--- src/logic/smcd_pkg.sv ---
/*
 * Shared constants of the serial mixer control decoder: byte layout,
 * channel count, attenuation width and register bus map.
 * Assumes nothing of its surroundings.
 */
package smcd_pkg;

   // ***************************************************************
   // Serial byte layout
   // ***************************************************************
   localparam int unsigned BYTE_W     = 8;
   localparam int unsigned NUM_CH     = 8;
   localparam int unsigned CH_W       = 3;
   localparam int unsigned ATTEN_W    = 6;
   localparam int unsigned POS_KIND   = 7;
   localparam int unsigned POS_LEFT   = 6;
   localparam int unsigned POS_RIGHT  = 5;
   localparam int unsigned POS_CH_LO  = 0;
   localparam int unsigned POS_ATT_LO = 0;

   // ***************************************************************
   // Register bus map (byte addresses)
   // ***************************************************************
   localparam logic [11:0] OFF_CTRL   = 12'h000;
   localparam logic [11:0] OFF_STATUS = 12'h004;
   localparam logic [11:0] OFF_LEFT   = 12'h008;
   localparam logic [11:0] OFF_RIGHT  = 12'h00c;
   localparam logic [11:0] OFF_ATT0   = 12'h010;
   localparam logic [11:0] OFF_ATT7   = 12'h02c;

   // ***************************************************************
   // Values after reset
   // ***************************************************************
   localparam logic [31:0] RST_CTRL   = 32'h0000_0000;
   localparam logic [7:0]  RST_SHIFT  = 8'h00;
   localparam logic [2:0]  RST_SYNC   = 3'h0;

endpackage

--- src/logic/smcd_top.sv ---
/*
 * Control decoder of an eight-input, two-output mixer: serial shift
 * register, address/data byte decode, channel enable and attenuation
 * banks, global silence, daisy-chain output, and an APB window.
 * Assumes the serial pins come from outside the pclk domain and toggle
 * no faster than a few pclk periods per phase.
 */
// Overview of operation
// - Sample serial input on rising serial clock
// - Silence input high mutes every channel
// - Silence keeps all stored settings intact
// - Silence acts without any serial clock edge
// - Attenuation 0 to 63 dB, 1 dB steps
// - Separate left and right enables per channel
// - Two banks of eight channel registers
// - Attenuation registers are six bits wide
// - Address write latches the selected channel
// - Address write updates that channel's enables
// - Data write loads attenuation of selected channel
// - Repeated data writes hit same channel
// - MSB high means address, low means data
// - Shift while write low; load on strobe rise
// - Chain output shows shift register MSB
`timescale 1ns/1ps
module smcd_top
   import smcd_pkg::*;
(
   // APB slave
   input  wire logic        pclk,
   input  wire logic        presetn,
   input  wire logic        psel,
   input  wire logic        penable,
   input  wire logic        pwrite,
   input  wire logic [11:0] paddr,
   input  wire logic [31:0] pwdata,
   output logic      [31:0] prdata,
   output logic             pready,
   output logic             pslverr,
   // Serial link pins
   input  wire logic        serial_clk,
   input  wire logic        serial_in,
   input  wire logic        write_n,
   input  wire logic        load_strobe,
   output logic             chain_out,
   // Global silence pin
   input  wire logic        silence,
   // Mixer controls to the analog section
   output logic [NUM_CH-1:0] left_on,
   output logic [NUM_CH-1:0] right_on,
   output logic [NUM_CH*ATTEN_W-1:0] atten
);

   // ***************************************************************
   // Declarations
   // ***************************************************************
   logic                s_clk, s_in, s_wr_n, s_load, s_mute;
   logic [2:0]          last;
   logic [BYTE_W-1:0]   shift;
   logic [CH_W-1:0]     sel_ch;
   logic [NUM_CH-1:0]   en_left, en_right;
   logic [ATTEN_W-1:0]  att [NUM_CH];
   logic [31:0]         ctrl;
   logic                clk_rise, load_rise, is_addr;
   logic                apb_wr, apb_rd;
   logic [31:0]         next_rdata;
   logic                next_err;

   // Channel index from an attenuation register address
   function automatic logic [CH_W-1:0] att_index(input logic [11:0] a);
      logic [11:0] d;
      d = a - OFF_ATT0;
      return d[CH_W+1:2];
   endfunction

   // ***************************************************************
   // Pin synchronisers
   // ***************************************************************
   smcd_sync u_sclk (.clk(pclk), .rst_n(presetn),
                     .async_in(serial_clk),  .sync_out(s_clk));
   smcd_sync u_sin  (.clk(pclk), .rst_n(presetn),
                     .async_in(serial_in),   .sync_out(s_in));
   smcd_sync u_wr   (.clk(pclk), .rst_n(presetn),
                     .async_in(write_n),     .sync_out(s_wr_n));
   smcd_sync u_ld   (.clk(pclk), .rst_n(presetn),
                     .async_in(load_strobe), .sync_out(s_load));
   smcd_sync u_mute (.clk(pclk), .rst_n(presetn),
                     .async_in(silence),     .sync_out(s_mute));

   // Edge history of synchronised clock and strobe; bit 2 is spare
   always_ff @(posedge pclk or negedge presetn) begin
      if (!presetn) begin
         last <= RST_SYNC;
      end else begin
         last <= {1'b0, s_load, s_clk};
      end
   end

   assign clk_rise  = s_clk & ~last[0];
   assign load_rise = s_load & ~last[1];
   assign is_addr   = shift[POS_KIND];

   // ***************************************************************
   // Serial shift register
   // ***************************************************************
   // Shifts MSB first, only while write is low
   always_ff @(posedge pclk or negedge presetn) begin
      if (!presetn) begin
         shift <= RST_SHIFT;
      end else if (clk_rise && !s_wr_n) begin
         shift <= {shift[BYTE_W-2:0], s_in};
      end
   end

   // Chain output follows the MSB one pclk after it changes
   always_ff @(posedge pclk or negedge presetn) begin
      if (!presetn) begin
         chain_out <= 1'b0;
      end else begin
         chain_out <= shift[BYTE_W-1];
      end
   end

   // ***************************************************************
   // Register banks
   // ***************************************************************
   // Selected channel; the device itself has no reset, bench uses one
   always_ff @(posedge pclk or negedge presetn) begin
      if (!presetn) begin
         sel_ch <= '0;
      end else if (load_rise && is_addr) begin
         sel_ch <= shift[POS_CH_LO +: CH_W];
      end
   end

   // Enable bank, written only by address bytes
   always_ff @(posedge pclk or negedge presetn) begin
      if (!presetn) begin
         en_left  <= '0;
         en_right <= '0;
      end else if (load_rise && is_addr) begin
         en_left[shift[POS_CH_LO +: CH_W]]  <= shift[POS_LEFT];
         en_right[shift[POS_CH_LO +: CH_W]] <= shift[POS_RIGHT];
      end
   end

   // Attenuation bank; silence never touches it
   always_ff @(posedge pclk or negedge presetn) begin
      if (!presetn) begin
         for (int i = 0; i < NUM_CH; i++) begin
            att[i] <= '0;
         end
      end else if (load_rise && !is_addr) begin
         att[sel_ch] <= shift[POS_ATT_LO +: ATTEN_W];
      end
   end

   // ***************************************************************
   // Mixer outputs
   // ***************************************************************
   // Silence gates the outputs only, so stored state survives.
   // The async set path mutes without waiting for any clock edge;
   // release is synchronised to avoid a runt at the switches.
   always_ff @(posedge pclk or posedge silence) begin
      if (silence) begin
         left_on  <= '0;
         right_on <= '0;
      end else if (s_mute) begin
         left_on  <= '0;
         right_on <= '0;
      end else begin
         left_on  <= en_left;
         right_on <= en_right;
      end
   end

   // Attenuation codes, one field per channel
   always_ff @(posedge pclk or negedge presetn) begin
      if (!presetn) begin
         atten <= '0;
      end else begin
         for (int i = 0; i < NUM_CH; i++) begin
            atten[i*ATTEN_W +: ATTEN_W] <= att[i];
         end
      end
   end

   // ***************************************************************
   // APB slave
   // ***************************************************************
   assign apb_wr = psel & penable & pwrite;
   assign apb_rd = psel & ~pwrite;

   // Scratch control word, steers nothing in the analog path
   always_ff @(posedge pclk or negedge presetn) begin
      if (!presetn) begin
         ctrl <= RST_CTRL;
      end else if (apb_wr && paddr == OFF_CTRL) begin
         ctrl <= pwdata;
      end
   end

   // Read decode
   always_comb begin
      next_rdata = 32'h0000_0000;
      next_err   = 1'b0;
      if (paddr == OFF_CTRL) begin
         next_rdata = ctrl;
      end else if (paddr == OFF_STATUS) begin
         next_rdata = {24'h00_0000, s_mute, 1'b0, sel_ch[2:0], shift[2:0]};
      end else if (paddr == OFF_LEFT) begin
         next_rdata = {24'h00_0000, en_left};
      end else if (paddr == OFF_RIGHT) begin
         next_rdata = {24'h00_0000, en_right};
      end else if (paddr >= OFF_ATT0 && paddr <= OFF_ATT7
                   && paddr[1:0] == 2'b00) begin
         next_rdata = {26'h000_0000, att[att_index(paddr)]};
      end else begin
         next_err   = 1'b1;
      end
   end

   // No wait state: ready in the first access cycle
   always_ff @(posedge pclk or negedge presetn) begin
      if (!presetn) begin
         prdata  <= 32'h0000_0000;
         pready  <= 1'b0;
         pslverr <= 1'b0;
      end else begin
         pready  <= psel & ~penable;
         pslverr <= psel & ~penable & next_err;
         if (apb_rd && !penable) begin
            prdata <= next_rdata;
         end
      end
   end

endmodule

--- src/logic/smcd_sync.sv ---
/*
 * Two-flip-flop synchroniser for one level from another domain.
 * Assumes the level is slow against the destination clock.
 */
`timescale 1ns/1ps
module smcd_sync
   import smcd_pkg::*;
(
   // Clock and reset
   input  wire logic clk,
   input  wire logic rst_n,
   // Level in and out
   input  wire logic async_in,
   output logic      sync_out
);

   logic meta;

   // First stage feeds only the second
   always_ff @(posedge clk or negedge rst_n) begin
      if (!rst_n) begin
         meta     <= 1'b0;
         sync_out <= 1'b0;
      end else begin
         meta     <= async_in;
         sync_out <= meta;
      end
   end

endmodule

--- config.mk ---
export PLATFORM = sky130hd
export DESIGN_NAME = smcd_top
export DESIGN_NICKNAME = d
export VERILOG_FILES = /design/src/logic/smcd_pkg.sv /design/src/logic/smcd_top.sv /design/src/logic/smcd_sync.sv
export SDC_FILE = /design/constraint.sdc
export NUM_CORES = 1
export LEC_CHECK = 0
export ABC_AREA = 1
export BUFFER_PORTS_ARGS = -buffer_cell sky130_fd_sc_hd__buf_2
export CORE_ASPECT_RATIO = 0.5
export CORE_MARGIN = 10
export CORE_UTILIZATION = 39
export CTS_BUF_LIST = sky130_fd_sc_hd__clkbuf_8
export DETAILED_ROUTE_END_ITERATION = 16
export GPL_TIMING_DRIVEN = 0
export PLACE_DENSITY = 0.71
export SLEW_MARGIN = 40
export SYNTH_ARGS = -nofsm -noshare
export SYNTH_HDL_FRONTEND = slang
export SYNTH_SLANG_ARGS = --single-unit
--- constraint.sdc ---
create_clock -name pclk -period 1.8 [get_ports pclk]
set_input_delay 0.09 -clock pclk [delete_from_list [all_inputs] [get_ports pclk]]
set_output_delay 0.09 -clock pclk [all_outputs]
set_load 0.05 [all_outputs]
## Word level (Yosys, flattened, before mapping)

Cells that the tools add are included.

| operators by class | value |
|---|---|
| equality and inequality tests | 3 |
| mux-type cells | 22 |
| $lt $le $gt $ge | 7 |
| add/sub/neg operators | 1 |
| bitwise logic cells | 13 |
| reduce and logical (&&, ||, !) cells | 14 |

Operators by type and width:

| cell | count |
|---|---|
| $mux 32 | 2 |
| $bwmux 48 | 1 |
| $mux 8 | 4 |
| $eq 12x4->1 const B | 2 |
| $mux 6 | 4 |
| $bmux 6 s3 | 1 |
| $demux 6 s3 | 1 |
| $bwmux 8 | 2 |
| $eq 12x3->1 const B | 1 |
| $ge 12x5->1 const B | 1 |
| $le 12x6->1 const B | 1 |
| $logic_not 12->1 | 1 |
| $logic_and 1x1->1 | 9 |
| $ge 4x4->1 const B | 2 |
| $not 3->4 | 2 |
| $and 1x1->1 | 7 |
| $mux 1 | 6 |
| $sub 5x5->5 const B | 1 |
| $lt 3x4->1 const B | 1 |
| $lt 4x1->1 const B | 1 |
| $not 1->1 | 4 |
| $demux 1 s3 | 1 |
| $ge 3x1->1 const B | 1 |
| $logic_not 1->1 | 3 |
| $logic_not 2->1 | 1 |

| storage, ports and cells | value |
|---|---|
| bits in registers | 218 |
| bits of input ports | 54 |
| word-level logic and storage cells | 91 |
| output and inout bits | 99 |

## Longest topological paths before layout

Gate-level depths: netlist of run 1.

| depth | value |
|---|---|
| depth in word-level cells | 10 |
| mapped depth | 13 |
| gate-level depth less buffers | 12 |

## Modules after synthesis

A second synthesis of run 1 with hierarchy kept.

| unflattened totals | value |
|---|---|
| cells, all modules | 888 |
| area, all modules | 8354.3 µm² |

By module, submodules not included:

| module | cells each | area each (µm²) | times used | seq. area each (µm²) |
|---|---|---|---|---|
| smcd_top | 878 | 8104.0 | 1 | 5205.0 |
| smcd_sync | 2 | 50.0 | 5 | 50.0 |

## Least setup slack after synthesis of run 1

No wires, ideal clock.

| timing | value |
|---|---|
| path kind | reg2reg |
| from | reg shift[7] |
| to | reg att[12] in the netlist's numbering |
| setup slack | 354 ps |
| library setup time | 126 ps |
| buffers on the path | 1 |
| cell stages (with the launch flop) | 6 |
| arrival time | 1320 ps |
| clock period less this slack | 1446 ps |
| data required time | 1674 ps |
| cell sequence | dfrtp_1 > nor3_2 > nand2_1 > nor3_1 > buf_2 > o21ai_0 |

| on the way | value |
|---|---|
| cells in the longest elaborated chain, start to end | 2 |

RTL lines:

| item | RTL line | source |
|---|---|---|
| from (decl) | smcd_top.sv:58 | `logic [BYTE_W-1:0] shift;` |
| from (signal assigned) | smcd_top.sv:110 | `shift <= {shift[BYTE_W-2:0], s_in};` |
| $logic_not 1->1 | smcd_top.sv:152 | `end else if (load_rise && !is_addr) begin` |
| $logic_and 1x1->1 | smcd_top.sv:152 |  |
| to (signal, indexed assignment) | smcd_top.sv:153 | `att[sel_ch] <= shift[POS_ATT_LO +: ATTEN_W];` |
| to (decl) | smcd_top.sv:61 | `logic [ATTEN_W-1:0] att [NUM_CH];` |

Every way passes these cells.
A chain may end at the register's enable or synchronous reset.

## Worst setup path after layout of run 1

| timing | value |
|---|---|
| from | reg u_ld.sync_out |
| to | reg att[25] in the netlist's numbering |

| on the way | value |
|---|---|
| cells in the longest elaborated chain, start to end | 2 |

RTL lines:

| item | RTL line | source |
|---|---|---|
| from (decl) | smcd_sync.sv:14 | `output logic sync_out` |
| from (signal assigned) | smcd_sync.sv:26 | `sync_out <= meta;` |
| $and 1x1->1 | smcd_top.sv:99 | `assign load_rise = s_load & ~last[1];` |
| $logic_and 1x1->1 | smcd_top.sv:152 |  |

Every way passes these cells.

==> results.txt, run 1 <==
- Result of the run: complete, no violations
- Post-route clock skew: 0.0286 ns
- Total Negative Setup Slacks: 0 ns
- In the synthesized netlist the dominant register cell turns out to be sky130_fd_sc_hd__dfrtp_1.
- In this run, the number of DRC markers left after iteration 0 of detailed routing was 487.
- Detail Route met3 WL: 1.38 mm
- Die area: 28,900 µm²
* Signed area change from the synthesized netlist to the final layout: 26.4%
- Setup CP Type: reg2reg
* Critical Path Fanout Max: 10
- Min setup slack post-route: 0.0930 ns
- In the global route stage, overall resource usage came out at 0.159.
- Overall power consumption after layout is estimated at 11,300 µW.
- WL/cell: 16.1 µm
- Yosys printed 0 warnings.
- From bottom edge to top edge, the die measures 125 µm.
- Power spread over the standard cell area amounts to 1030 nW/µm².
- Maximum number of pins on one net before global-route repair: 72
* TritonCTS sink count: 218
- Clock latency on the worst-skew pair, taken at its later pin, is 0.50 ns.
- Summing all flip-flop and latch instances after layout gives 5460 µm².
- The final layout contains 1,192 nets.
- Std cell rows: 38
- Post-synth ARST share: 1.00
* Cell taking the most area after synthesis: sky130_fd_sc_hd__dfrtp_1
- Maximum clock path buffer count: 3
- Of the post-synthesis cell area, the dominant cell type holds 0.631.
- The synthesized netlist contains 31 unique library cells.
- Detailed routing placed a total of 11.5 mm of wire on met2.
* Clock tree root driver cell: sky130_fd_sc_hd__clkbuf_8
* Syn Nets: 962
- Number of port buffers: 151
* Hold_ws: 0.0357 ns
* DRC violation count after routing: 0
* Highest clock rate: 0.586 GHz
- Width of the die: 231 µm
* Diodes inserted: 0
* Starting Density: 0.398
- Dividing the final minimum period by the clock period gives 0.948.
* Total vias in the final route: 6,873
- The number of slew-limit violations in the final report is 0.
- The path class of the tightest hold or removal check is in2reg.
* Number of buffers created by CTS: 34
- TritonCTS built the clock tree.
* Worst reg2reg setup slack: 0.09 ns
* Tightest slew margin relative to the limit: 0.584
* Final hold violations: 0
- Routed metal-1 wire length: 10.3 mm
- Number of antenna violations at the first check in global routing: 0
* First-pass GRT wire length: 37.3 mm
- In this run the remaining antenna-violating nets after routing total 0.
* Critical Path Sink Type: register
- Deepest level of the CTS H-tree: 2
- After clock tree synthesis, the clock-pin slew on the worst setup and hold paths is 0.06 ns.
- Count of final setup violators: 0
* R2R depth: 7
- Once layout is complete, the utilization of the core stands at 0.503.
- Leakage power figure: 0.00579 µW
- The routed design has 23.4 mm of wire.
- Final critical delay including setup and external delays: 1.71 ns
* Endpoint of the lowest-slack register-to-register path: att[25]
* Pre-CTS WS: -0.148 ns
* Endpoint of the worst hold-timing path: pslverr
* Worst Path Arrival: 2.10 ns
* Worst R2R Start: u_ld.sync_out
* Avg Inst Size Synth: 9.53 µm²
- Post-detail-place hpwl: 17.0 mm
* Vias per cell: 4.71
- RSZ-0062 raised after global routing: no
- Buffers added to address setup during post-CTS repair amount to 0.
- Area of the mapped netlist: 8650 µm²
* Area occupied by multi-input gates: 2520 µm²
- Sorting the synthesized cells by area gives the leading types as sky130_fd_sc_hd__dfrtp_1, sky130_fd_sc_hd__nand2_1, sky130_fd_sc_hd__inv_1.
- Flip-flop and latch count after synthesis: 218
- The synthesized design contains 0 enable-type register cells.
- Max rail drop VDD: 527 µV
- Worst Tran Pin Value: 0.622 ns
* Count of filler cells inserted in the layout: 2,002
- The startpoint identified for the worst hold timing path is psel.
- In the final layout, the share of cells above drive strength 1 is 0.245.
* MaxCap Viol Count: 0
- After technology mapping, the gate count stands at 908.
- For this run, the detailed router's first-pass iteration total came to 5.
- The worst setup path is launched from a register.
* Share of the yosys chip area belonging to registers: 0.631
- Top routing layer used: met4
- Global routing finished with a remaining overflow of 0.
* Required time of the critical path: 2.19 ns
* Routability cong.: 0.880
- 153 I/O pins were placed.
- The number of global-route vias before repair was 6,976.
- Core Area: 21,700 µm²
- Along the worst hold path, the cell count comes to 5.
layout make-up:
cell class              instances  share of cell area
flip-flops and latches        218               0.499
multi-input cells             522               0.231
repair buffers                194               0.113
clock buffers                  41              0.0516
inverters                     126              0.0433
well taps                     300              0.0343
plain buffers                  42              0.0205
clock inverters                16             0.00755
logic make-up after synthesis:
logic type | count (synthesis) | share of synthesized area
simple gates | 369 | 0.181
buf+inv | 168 | 0.0801
compound gates | 153 | 0.108
flops | 218 | 0.631
placed cells by master (no fill, tap or decap), drive strengths merged, types with 4 or more instances in the layout:
cell type,n
o21ai,94
clkinvlp,4
o31ai,23
o211ai,5
dfrtp,218
dlygate4sd3,41
nand4,9
nand2,266
buf,171
clkbuf,65
a21oi,28
nor3,9
nand3,21
inv,136
nor2,62
report_power, final:
part           leakage (µW)  switching, µW  internal [µW]
registers           0.00287            266           5280
logic               0.00256           1330            440
clock network      0.000356           1900           2070
total               0.00579           3490           7790
state kept, by name, summed over array words and instances (netlist names), 2 cells and up:
name,flops
prdata,32
shift,8
sel_ch,3
en_right,8
att,48
last,2
atten,48
ctrl,32
right_on,8
left_on,8
en_left,8
Yosys cell counts, types with 2 or more instances:
| master | n |
|---|---|
| sky130_fd_sc_hd__a21oi_1 | 5 |
| sky130_fd_sc_hd__a21oi_2 | 23 |
| sky130_fd_sc_hd__buf_2 | 10 |
| sky130_fd_sc_hd__buf_6 | 6 |
| sky130_fd_sc_hd__clkbuf_1 | 23 |
| sky130_fd_sc_hd__dfrtp_1 | 218 |
| sky130_fd_sc_hd__inv_1 | 120 |
| sky130_fd_sc_hd__inv_2 | 6 |
| sky130_fd_sc_hd__nand2_1 | 265 |
| sky130_fd_sc_hd__nand3_1 | 21 |
| sky130_fd_sc_hd__nand4_1 | 8 |
| sky130_fd_sc_hd__nor2_1 | 38 |
| sky130_fd_sc_hd__nor2_2 | 20 |
| sky130_fd_sc_hd__nor2_4 | 3 |
| sky130_fd_sc_hd__nor3_1 | 8 |
| sky130_fd_sc_hd__o211ai_1 | 5 |
| sky130_fd_sc_hd__o21ai_0 | 79 |
| sky130_fd_sc_hd__o21ai_1 | 13 |
| sky130_fd_sc_hd__o21ai_2 | 2 |
| sky130_fd_sc_hd__o22ai_1 | 2 |
| sky130_fd_sc_hd__o31ai_1 | 23 |
worst max-delay path: stages, from the launching register on:
cell	delay [ns]
sky130_fd_sc_hd__dfrtp_1	0.34
sky130_fd_sc_hd__inv_1	0.07
sky130_fd_sc_hd__nor3_4	0.33
sky130_fd_sc_hd__nand2_1	0.15
sky130_fd_sc_hd__nor3_2	0.28
sky130_fd_sc_hd__buf_2	0.27
sky130_fd_sc_hd__nand2_1	0.08
sky130_fd_sc_hd__o21ai_0	0.09
stage by stage:
stage	area (µm²)	std cells
6_report	10900	1459
5_1_grt	10900	1459
4_1_cts	10900	1459
3_5_place_dp	9850	1361
3_3_place_gp	9780	1359
2_1_floorplan	8650	908
worst max path at each step:
| stage | start | to | slack [ns] |
|---|---|---|---|
| after global routing | u_ld.sync_out | att[25] | 0.005 |
| after CTS | shift[7] | att[13] | 0.01 |
| after floorplan | shift[7] | att[12] | 0.35 |
| final | u_ld.sync_out | att[25] | 0.09 |
| after detailed placement | shift[2] | en_right[7] | -0.15 |
| after global placement | presetn | ctrl[14] | -2.58 |
repair_timing:
item	in CTS	in global routing
pin swaps	0	1
gates cloned	0	0
endpoints found under the setup margin	18	11
gates resized for setup	5	4
hold buffers	41	0
hold endpoints to repair	130	0
layer usage:
layer	GRT usage	vias up
met2	0.271	198
li1	-	3310
met5	0	-
met1	0.204	3333
met4	0.0377	0
met3	0.0321	32
(Power assumes the default switching activity.)
==> inputs of run 2 (changes only) <==
--- a/config.mk
+++ b/config.mk
@@ -5,7 +5,7 @@
 export SDC_FILE = /design/constraint.sdc
 export NUM_CORES = 1
 export LEC_CHECK = 0
-export ABC_AREA = 1
+export ABC_AREA = 0
 export BUFFER_PORTS_ARGS = -buffer_cell sky130_fd_sc_hd__buf_2
 export CORE_ASPECT_RATIO = 0.5
 export CORE_MARGIN = 10
==> run 2 against run 1 <==
  * Clock power increased by 3%
  * Synthesized cell count down 42%
  * Setup slack lost 0.051 ns
  * Design area fell by 4.1%
==> results.txt, run 2 <==
* Proportion of layout cells with a drive suffix above 1: 0.427 (+0.182)
- The number of hold violations in the final report came to 0 (unchanged).
- Clk_lat worst skew: 0.51 ns (about the same)
- The total routing usage reported by global routing is 0.152 (-0.00685).
* Post-detail-place hpwl: 14.6 mm (-14%)
* Count of final setup violators: 0 (unchanged)
- The remaining routing DRC violations was 0 (unchanged).
* Cell taking the most area after synthesis: sky130_fd_sc_hd__dfrtp_1
- The required time of the critical path is 2.19 ns (about the same).
* Post-synth ARST share: 1.00 (unchanged)
- The reported leakage power was 0.00557 µW (-3.8%).
- The count of warnings emitted by yosys was 0 (unchanged).
- WL/cell: 19.9 µm (+24%)
- By area the synthesized netlist is led by sky130_fd_sc_hd__dfrtp_1, sky130_fd_sc_hd__mux2_2, sky130_fd_sc_hd__mux2_4.
* Largest registers: att (48), atten (48)
* RSZ-0062 raised after global routing: yes
* Number of buffers created by CTS: 34 (unchanged)
- Clock tree root driver cell: sky130_fd_sc_hd__clkbuf_8
- The overall overflow remaining after global route was 0 (unchanged).
- The number of flip-flops and latches in the synthesized netlist was 218 (unchanged).
- The total of max-cap violations came to 0 (unchanged).
* Number of flops mapped to enable cells by yosys: 0 (unchanged)
- The worst setup path is launched from a register.
* Total routed wirelength: 21.0 mm (-10%)
- The total clock sinks was 218 (unchanged).
- NumNets Final: 814 (-32%)
- The count of antenna-violating nets left after detailed routing came to 0 (unchanged).
* Clock tree from TritonCTS: yes
- The average instance area after synthesis was 15.5 µm² (+63%).
- Most common cell after layout, fill and taps aside: sky130_fd_sc_hd__dfrtp_1
- Deepest level of the CTS H-tree: 2 (unchanged)
- Most frequently used flop master after synthesis: sky130_fd_sc_hd__dfrtp_1
- The setup path with the least slack is of type reg2reg.
- Max rail drop VDD: 380 µV (-28%)
* Total Negative Setup Slacks: 0 ns (unchanged)
* Area of the mapped netlist: 8160 µm² (-5.6%)
- Vias per cell: 4.95 (+5.1%)
- The hold path depth is 3 (-2).
* Type of the most critical hold path: in2reg
* Total power density per cell area: 1040 nW/µm² (+0.90%)
- R2R depth: 3 (-4)
- The worst hold path terminates at pslverr.
- The total vias in the final route came to 5,231 (-24%).
- Worst reg2reg setup slack: 0.04 ns (-0.05 ns)
- Number of antenna violations at the first check in global routing: 0 (unchanged)
* Fin util: 0.510 (+0.00687)
- The number of buffers between clock root and the deepest sink was 3 (unchanged).
- The time the worst path needs with I/O delays and setup came to 1.76 ns (+0.0508 ns).
* Ports placed on the boundary: 153 (unchanged)
* Ranking of synthesized cells by instance count: sky130_fd_sc_hd__dfrtp_1, sky130_fd_sc_hd__mux2_2, sky130_fd_sc_hd__mux2_4, sky130_fd_sc_hd__nand2_1, sky130_fd_sc_hd__a22o_1
- The flow ran to the end, and the final reports show no timing, DRC or antenna violations.
- The final-layout fill cell count came to 1,752 (-12%).
* First-pass iteration count of the detailed router: 4 (-1)
- Worst Path Arrival: 2.15 ns (+0.05 ns)
- Number of port buffers: 151 (unchanged)
- Diodes inserted: 0 (unchanged)
- Routability cong.: 0.809 (-8.1%)
- Most used standard cell by instance count after synthesis: sky130_fd_sc_hd__dfrtp_1
* Worst R2R Start: shift[7]
- The endpoint identified for the worst register-to-register timing path is att[6].
- The startpoint identified for the worst hold timing path is psel.
* Worst Tran Pin Value: 0.799 ns (+0.177 ns)
- Number of global-route vias before repair: 5,689 (-18%)
* Number of pins exceeding their max-slew limit in the final report: 0 (unchanged)
* Post-synth cell types: 39 (+26%)
- Critical Path Sink Type: register
- Signed area change from the synthesized netlist to the final layout: 28.4%
* Fraction of post-synthesis cell area in the top cell type by area: 0.668 (+0.0375)
- Std cell rows: 37 (-2.6%)
* Violation count after the first detailed-routing iteration: 323 (-34%)
- Period utilisation layout: 0.977 (+0.0282)
- The worst setup skew after layout was 0.0185 ns (-0.0101 ns).
- The achievable clock frequency is 0.569 GHz (-2.9%).
- The area enclosed by the die boundary was 27,500 µm² (-4.9%).
- Tightest slew margin relative to the limit: 0.463 (-0.121)
- Most frequent cells in the layout: sky130_fd_sc_hd__dfrtp_1, sky130_fd_sc_hd__buf_2, sky130_fd_sc_hd__mux2_2
- Final Power: 10,900 µW (-3.2%)
- Die height: 122 µm (-2.4%)
* Core Area: 20,600 µm² (-5.4%)
- Maximum number of pins on one net before global-route repair: 81 (+13%)
* Critical Path Fanout Max: 6 (-4)
* Syn Nets: 580 (-40%)
- First-pass GRT wire length: 32.9 mm (-12%)
- The starting utilization of the core area came to 0.397 (-0.000889).
* Mapped Cells: 526 (-42%)
- Width of the die: 225 µm (-2.6%)
- CTS clock-pin slew for the worst setup and hold paths: 0.06 ns (about the same)
* Share of the yosys chip area belonging to registers: 0.668 (+0.0375)
==> run 2: power by group <==
part | leakage (µW) | internal [µW] | switching, µW | total (µW)
logic | 0.00218 | 443 | 994 | 1440
clock network | 0.000400 | 2180 | 1900 | 4090
registers | 0.00299 | 5190 | 205 | 5400
==> run 2: what timing repair did <==
action / 4_1_cts / 5_1_grt
setup buffers: 2 / 2
endpoints found under the hold margin: 214 / 0
hold buffers: 44 / 0
gates resized for setup: 6 / 3
pin swaps: 0 / 2
endpoints found under the setup margin: 56 / 48
==> run 2: how the worst max path moves through the flow <==
stage	slack [ns]	endpoint	startpoint
2_1_floorplan	0.03	att[0]	shift[7]
3_3_place_gp	-2.55	prdata[21]	presetn
3_5_place_dp	-0.37	att[11]	shift[7]
4_1_cts	0.02	ctrl[0]	paddr[1]
5_1_grt	-0.08	att[25]	shift[7]
6_report	0.04	att[6]	shift[7]
==> run 2: logic make-up (layout without fill, tap and decap cells) <==
logic type	count (synthesis)	count (layout)	synth area share
AND/OR/NAND/NOR	82	82	0.0599
buffers and inverters	35	293	0.0221
flip-flops	218	218	0.668
AO/OA/AOI/OAI	71	71	0.0604
multiplexers	120	120	0.189
==> run 2: worst max-delay path, cell delays in order (launching register included) <==
cell and delay [ns]:
sky130_fd_sc_hd__dfrtp_1 0.45, sky130_fd_sc_hd__nor4b_2 0.47, sky130_fd_sc_hd__and3_2 0.37, sky130_fd_sc_hd__mux2_2 0.35
==> run 2: metrics by stage <==
step	hold WS (ns)	setup slack, ns	std cells	instance area (µm²)
floorplan	-0.206	0.0333	526	8160
global placement	0.179	-2.55	950	9260
detailed placement	0.0707	-0.369	952	9330
CTS	0.0323	0.0158	1055	10500
global route	0.0813	-0.0781	1057	10500
finish	0.0491	0.0422	1057	10500
==> run 2: metal layers <==
metal / vias up / global-route usage / part of all wire
met5: - / 0 / 0
met4: 0 / 0.0456 / 0.024
met3: 40 / 0.0393 / 0.055
met2: 123 / 0.272 / 0.51
met1: 2699 / 0.179 / 0.41
li1: 2369 / - / -
==> run 2: area by class of cell <==
class	instances	area, µm²	share of cell area
clock buffers	40	551	0.0525
well taps	273	342	0.0326
flip-flops and latches	218	5460	0.521
inverters	7	26.3	0.00251
clock inverters	20	116	0.0111
multi-input cells	273	2550	0.244
plain buffers	25	145	0.0138
repair buffers	201	1290	0.123
==> inputs of run 3 (changes only) <==
--- a/config.mk
+++ b/config.mk
@@ -8,12 +8,12 @@
 export ABC_AREA = 0
 export BUFFER_PORTS_ARGS = -buffer_cell sky130_fd_sc_hd__buf_2
 export CORE_ASPECT_RATIO = 0.5
-export CORE_MARGIN = 10
-export CORE_UTILIZATION = 39
+export CORE_MARGIN = 4
+export CORE_UTILIZATION = 57
 export CTS_BUF_LIST = sky130_fd_sc_hd__clkbuf_8
 export DETAILED_ROUTE_END_ITERATION = 16
 export GPL_TIMING_DRIVEN = 0
-export PLACE_DENSITY = 0.71
+export PLACE_DENSITY_LB_ADDON = 0.05
 export SLEW_MARGIN = 40
 export SYNTH_ARGS = -nofsm -noshare
 export SYNTH_HDL_FRONTEND = slang
==> run 3 against run 2 <==
  * Global-route usage is 9.2 points higher
  * Clock power is 7.6% lower
  * Count of clock-buffer cells in the layout stayed put
  * Combinational power hardly changed
  * Utilization is 24 points higher
  * First-iteration DRC count is 32% higher
  * Critical path type unchanged
  * Critical endpoint is now att[7]
  * Highest routed layer unchanged
==> results.txt, run 3 (synthesis gave the netlist of run 2 again) <==
- The total power consumption of the routed design was 10,600 µW (-3.0%).
- The number of antenna repair diodes is 0 (unchanged).
- Period utilisation layout: 0.969 (-0.00792)
- Count of filler cells inserted in the layout: 898 (-49%)
* Area occupied by multi-input gates: 2550 µm² (unchanged)
* Critical Path Start Type: register
* Routability cong.: 0.845 (+4.5%)
* Max rail drop VDD: 745 µV (+96%)
* Proportion of layout cells with a drive suffix above 1: 0.436 (+0.00844)
- Count of final setup violators: 0 (unchanged)
* CTS clock-pin slew for the worst setup and hold paths: 0.07 ns (about the same)
- Clock tree from TritonCTS: yes
- Final critical delay including setup and external delays: 1.74 ns (-0.0143 ns)
- The length in cells of the worst reg-to-reg path came to 3 (unchanged).
* Post-route clock skew: 0.0107 ns (-0.00774 ns)
- TritonCTS sink count: 218 (unchanged)
* Leakage power figure: 0.00553 µW (-0.77%)
* Fin util: 0.752 (+0.242)
* Internal portion of total power: 7610 µW (-2.6%)
* Maximum number of pins on one net before global-route repair: 68 (-16%)
- The tree is rooted in a sky130_fd_sc_hd__clkbuf_8.
- Most frequent cells in the layout: sky130_fd_sc_hd__dfrtp_1, sky130_fd_sc_hd__buf_2, sky130_fd_sc_hd__mux2_2
* Vias per cell: 5.45 (+10%)
- Total global routing track utilization: 0.244 (+0.0919)
- The run finished with clean final reports.
- The total wire length came to 19.5 mm (-7.4%).
- Largest registers: att (48), atten (48)
- Total vias in the final route: 5,286 (+1.1%)
- The height of the die came to 92.6 µm (-24%).
- The worst slack at placement is -0.329 ns (+0.0394 ns).
* Worst Path Arrival: 2.17 ns (+0.02 ns)
- The switching share of total power came to 0.281 (-0.00290).
* Number of buffers created by CTS: 29 (-15%)
- The number of levels the H-tree was split into is 1 (-1).
* Ports placed on the boundary: 153 (unchanged)
- MaxCap Viol Count: 0 (unchanged)
- The area enclosed by the die boundary is 16,400 µm² (-40%).
- STA classifies the critical path endpoint as a register.
- The number of rows in the core area came to 30 (-19%).
- The register area was 5460 µm² (unchanged).
* Total power density per cell area: 1020 nW/µm² (-1.8%)
- Number of port buffers: 151 (unchanged)
- The final hold slack is 0.0220 ns (-0.0271 ns).
* Net switching component of the power: 2980 µW (-3.9%)
- Type of the most critical hold path: in2async
- The number of buffers between clock root and the deepest sink was 3 (unchanged).
- Setup repair after global routing could not meet its margin everywhere.
- WL/cell: 20.1 µm (+0.95%)
- The transition time of the tightest slew-check pin was 0.813 ns (+0.0147 ns).
- Seq pwr share: 0.508 (+0.014)
- The worst slew margin relative to its limit came to 0.453 (-0.00992).
* Post-detail-place hpwl: 12.9 mm (-11%)
- Core Area: 13,800 µm² (-33%)
- The number of hold violations in the final report came to 0 (unchanged).
- The number of antenna violations at the first check in global routing is 0 (unchanged).
* Number of pins exceeding their max-slew limit in the final report: 0 (unchanged)
* DRC violation count after routing: 0 (unchanged)
- Highest clock rate: 0.574 GHz (+0.82%)
* ANT nets after route: 0 (unchanged)
- The overall overflow remaining after global route was 0 (unchanged).
* Required time of the critical path: 2.22 ns (+0.03 ns)
* Width of the die: 177 µm (-21%)
- The later-pin clock latency in the skew report is 0.54 ns (+0.03 ns).
- Number of global-route vias before repair: 5,511 (-3.1%)
- Setup CP Type: reg2reg
- Violation count after the first detailed-routing iteration: 425 (+32%)
* Most common cell after layout, fill and taps aside: sky130_fd_sc_hd__dfrtp_1
- The maximum fanout count along the critical path came to 6 (unchanged).
- Share of power burned in combinational logic: 0.136 (+0.004)
- Portion of total power attributed to the clock network: 0.357 (-0.017)
* Min setup slack post-route: 0.0564 ns (+0.0143 ns)
* NumNets Final: 812 (-0.25%)
- The number of iterations in the first detailed-routing pass is 5 (+1).
- The starting utilization of the core area came to 0.593 (+0.195).
* First-pass GRT wire length: 31.0 mm (-5.6%)
- Signed area change from the synthesized netlist to the final layout: 26.9%
## run 3: area by class of cell
class,instances,share of cell area
sequential,218,0.527
multi-input combinational,273,0.246
timing repair buffer,204,0.129
clock buffer,40,0.0531
tap,192,0.0232
buffer,25,0.0143
clock inverter,11,0.00495
inverter,7,0.00254
## run 3: critical path, cell delays in order (launching register included)
cell and delay [ns]:
sky130_fd_sc_hd__dfrtp_1 0.46, sky130_fd_sc_hd__nor4b_2 0.45, sky130_fd_sc_hd__and3_2 0.36, sky130_fd_sc_hd__mux2_2 0.36
## run 3: final timing paths
| check | start | end | slack, ns |
|---|---|---|---|
| setup / recovery | shift[7] | att[7] | 0.06 |
| hold / removal | presetn | ctrl[28] | 0.02 |
| setup reg to reg | shift[7] | att[7] | 0.06 |
| hold reg to reg | u_sclk.meta | u_sclk.sync_out | 0.34 |
| max in group asynchronous | presetn | shift[0] | 0.85 |
| min in group pclk | pwrite | prdata[3] | 0.09 |
## run 3: routing by layer
layer	share of wire	global-route usage	routed length [µm]	up-vias
li1	-	-	-	2362
met2	0.44	0.358	8500	188
met5	0	0	0	-
met4	0.0089	0.0444	173	0
met3	0.082	0.0628	1590	19
met1	0.47	0.375	9210	2717
## run 3: per-stage QoR
stage                     cells  area, µm²  TNS (ns)
after floorplan             526       8160         0
after global placement      869       9160   -543.81
after detailed placement    872       9250    -19.04
after CTS                   965      10300   -0.0177
after global routing        970      10400   -0.0343
final                       970      10400         0
## run 3: power by group through the flow
stage	clock [µW]	sequential [µW]	combinational (µW)
after CTS	3840	5390	1430
after detailed placement	0	5460	1350
final	3780	5380	1440
after floorplan	0	5820	451
after global placement	0	5450	1300
after global routing	4080	5410	1540
## run 3: timing repair
action | 4_1_cts | 5_1_grt
cloned | 0 | 0
endpoints found under the setup margin | 55 | 10
setup buffers | 1 | 5
resized for setup | 9 | 1
hold endpoints to repair | 142 | 0
hold buffers | 44 | 0
pin swaps | 1 | 1
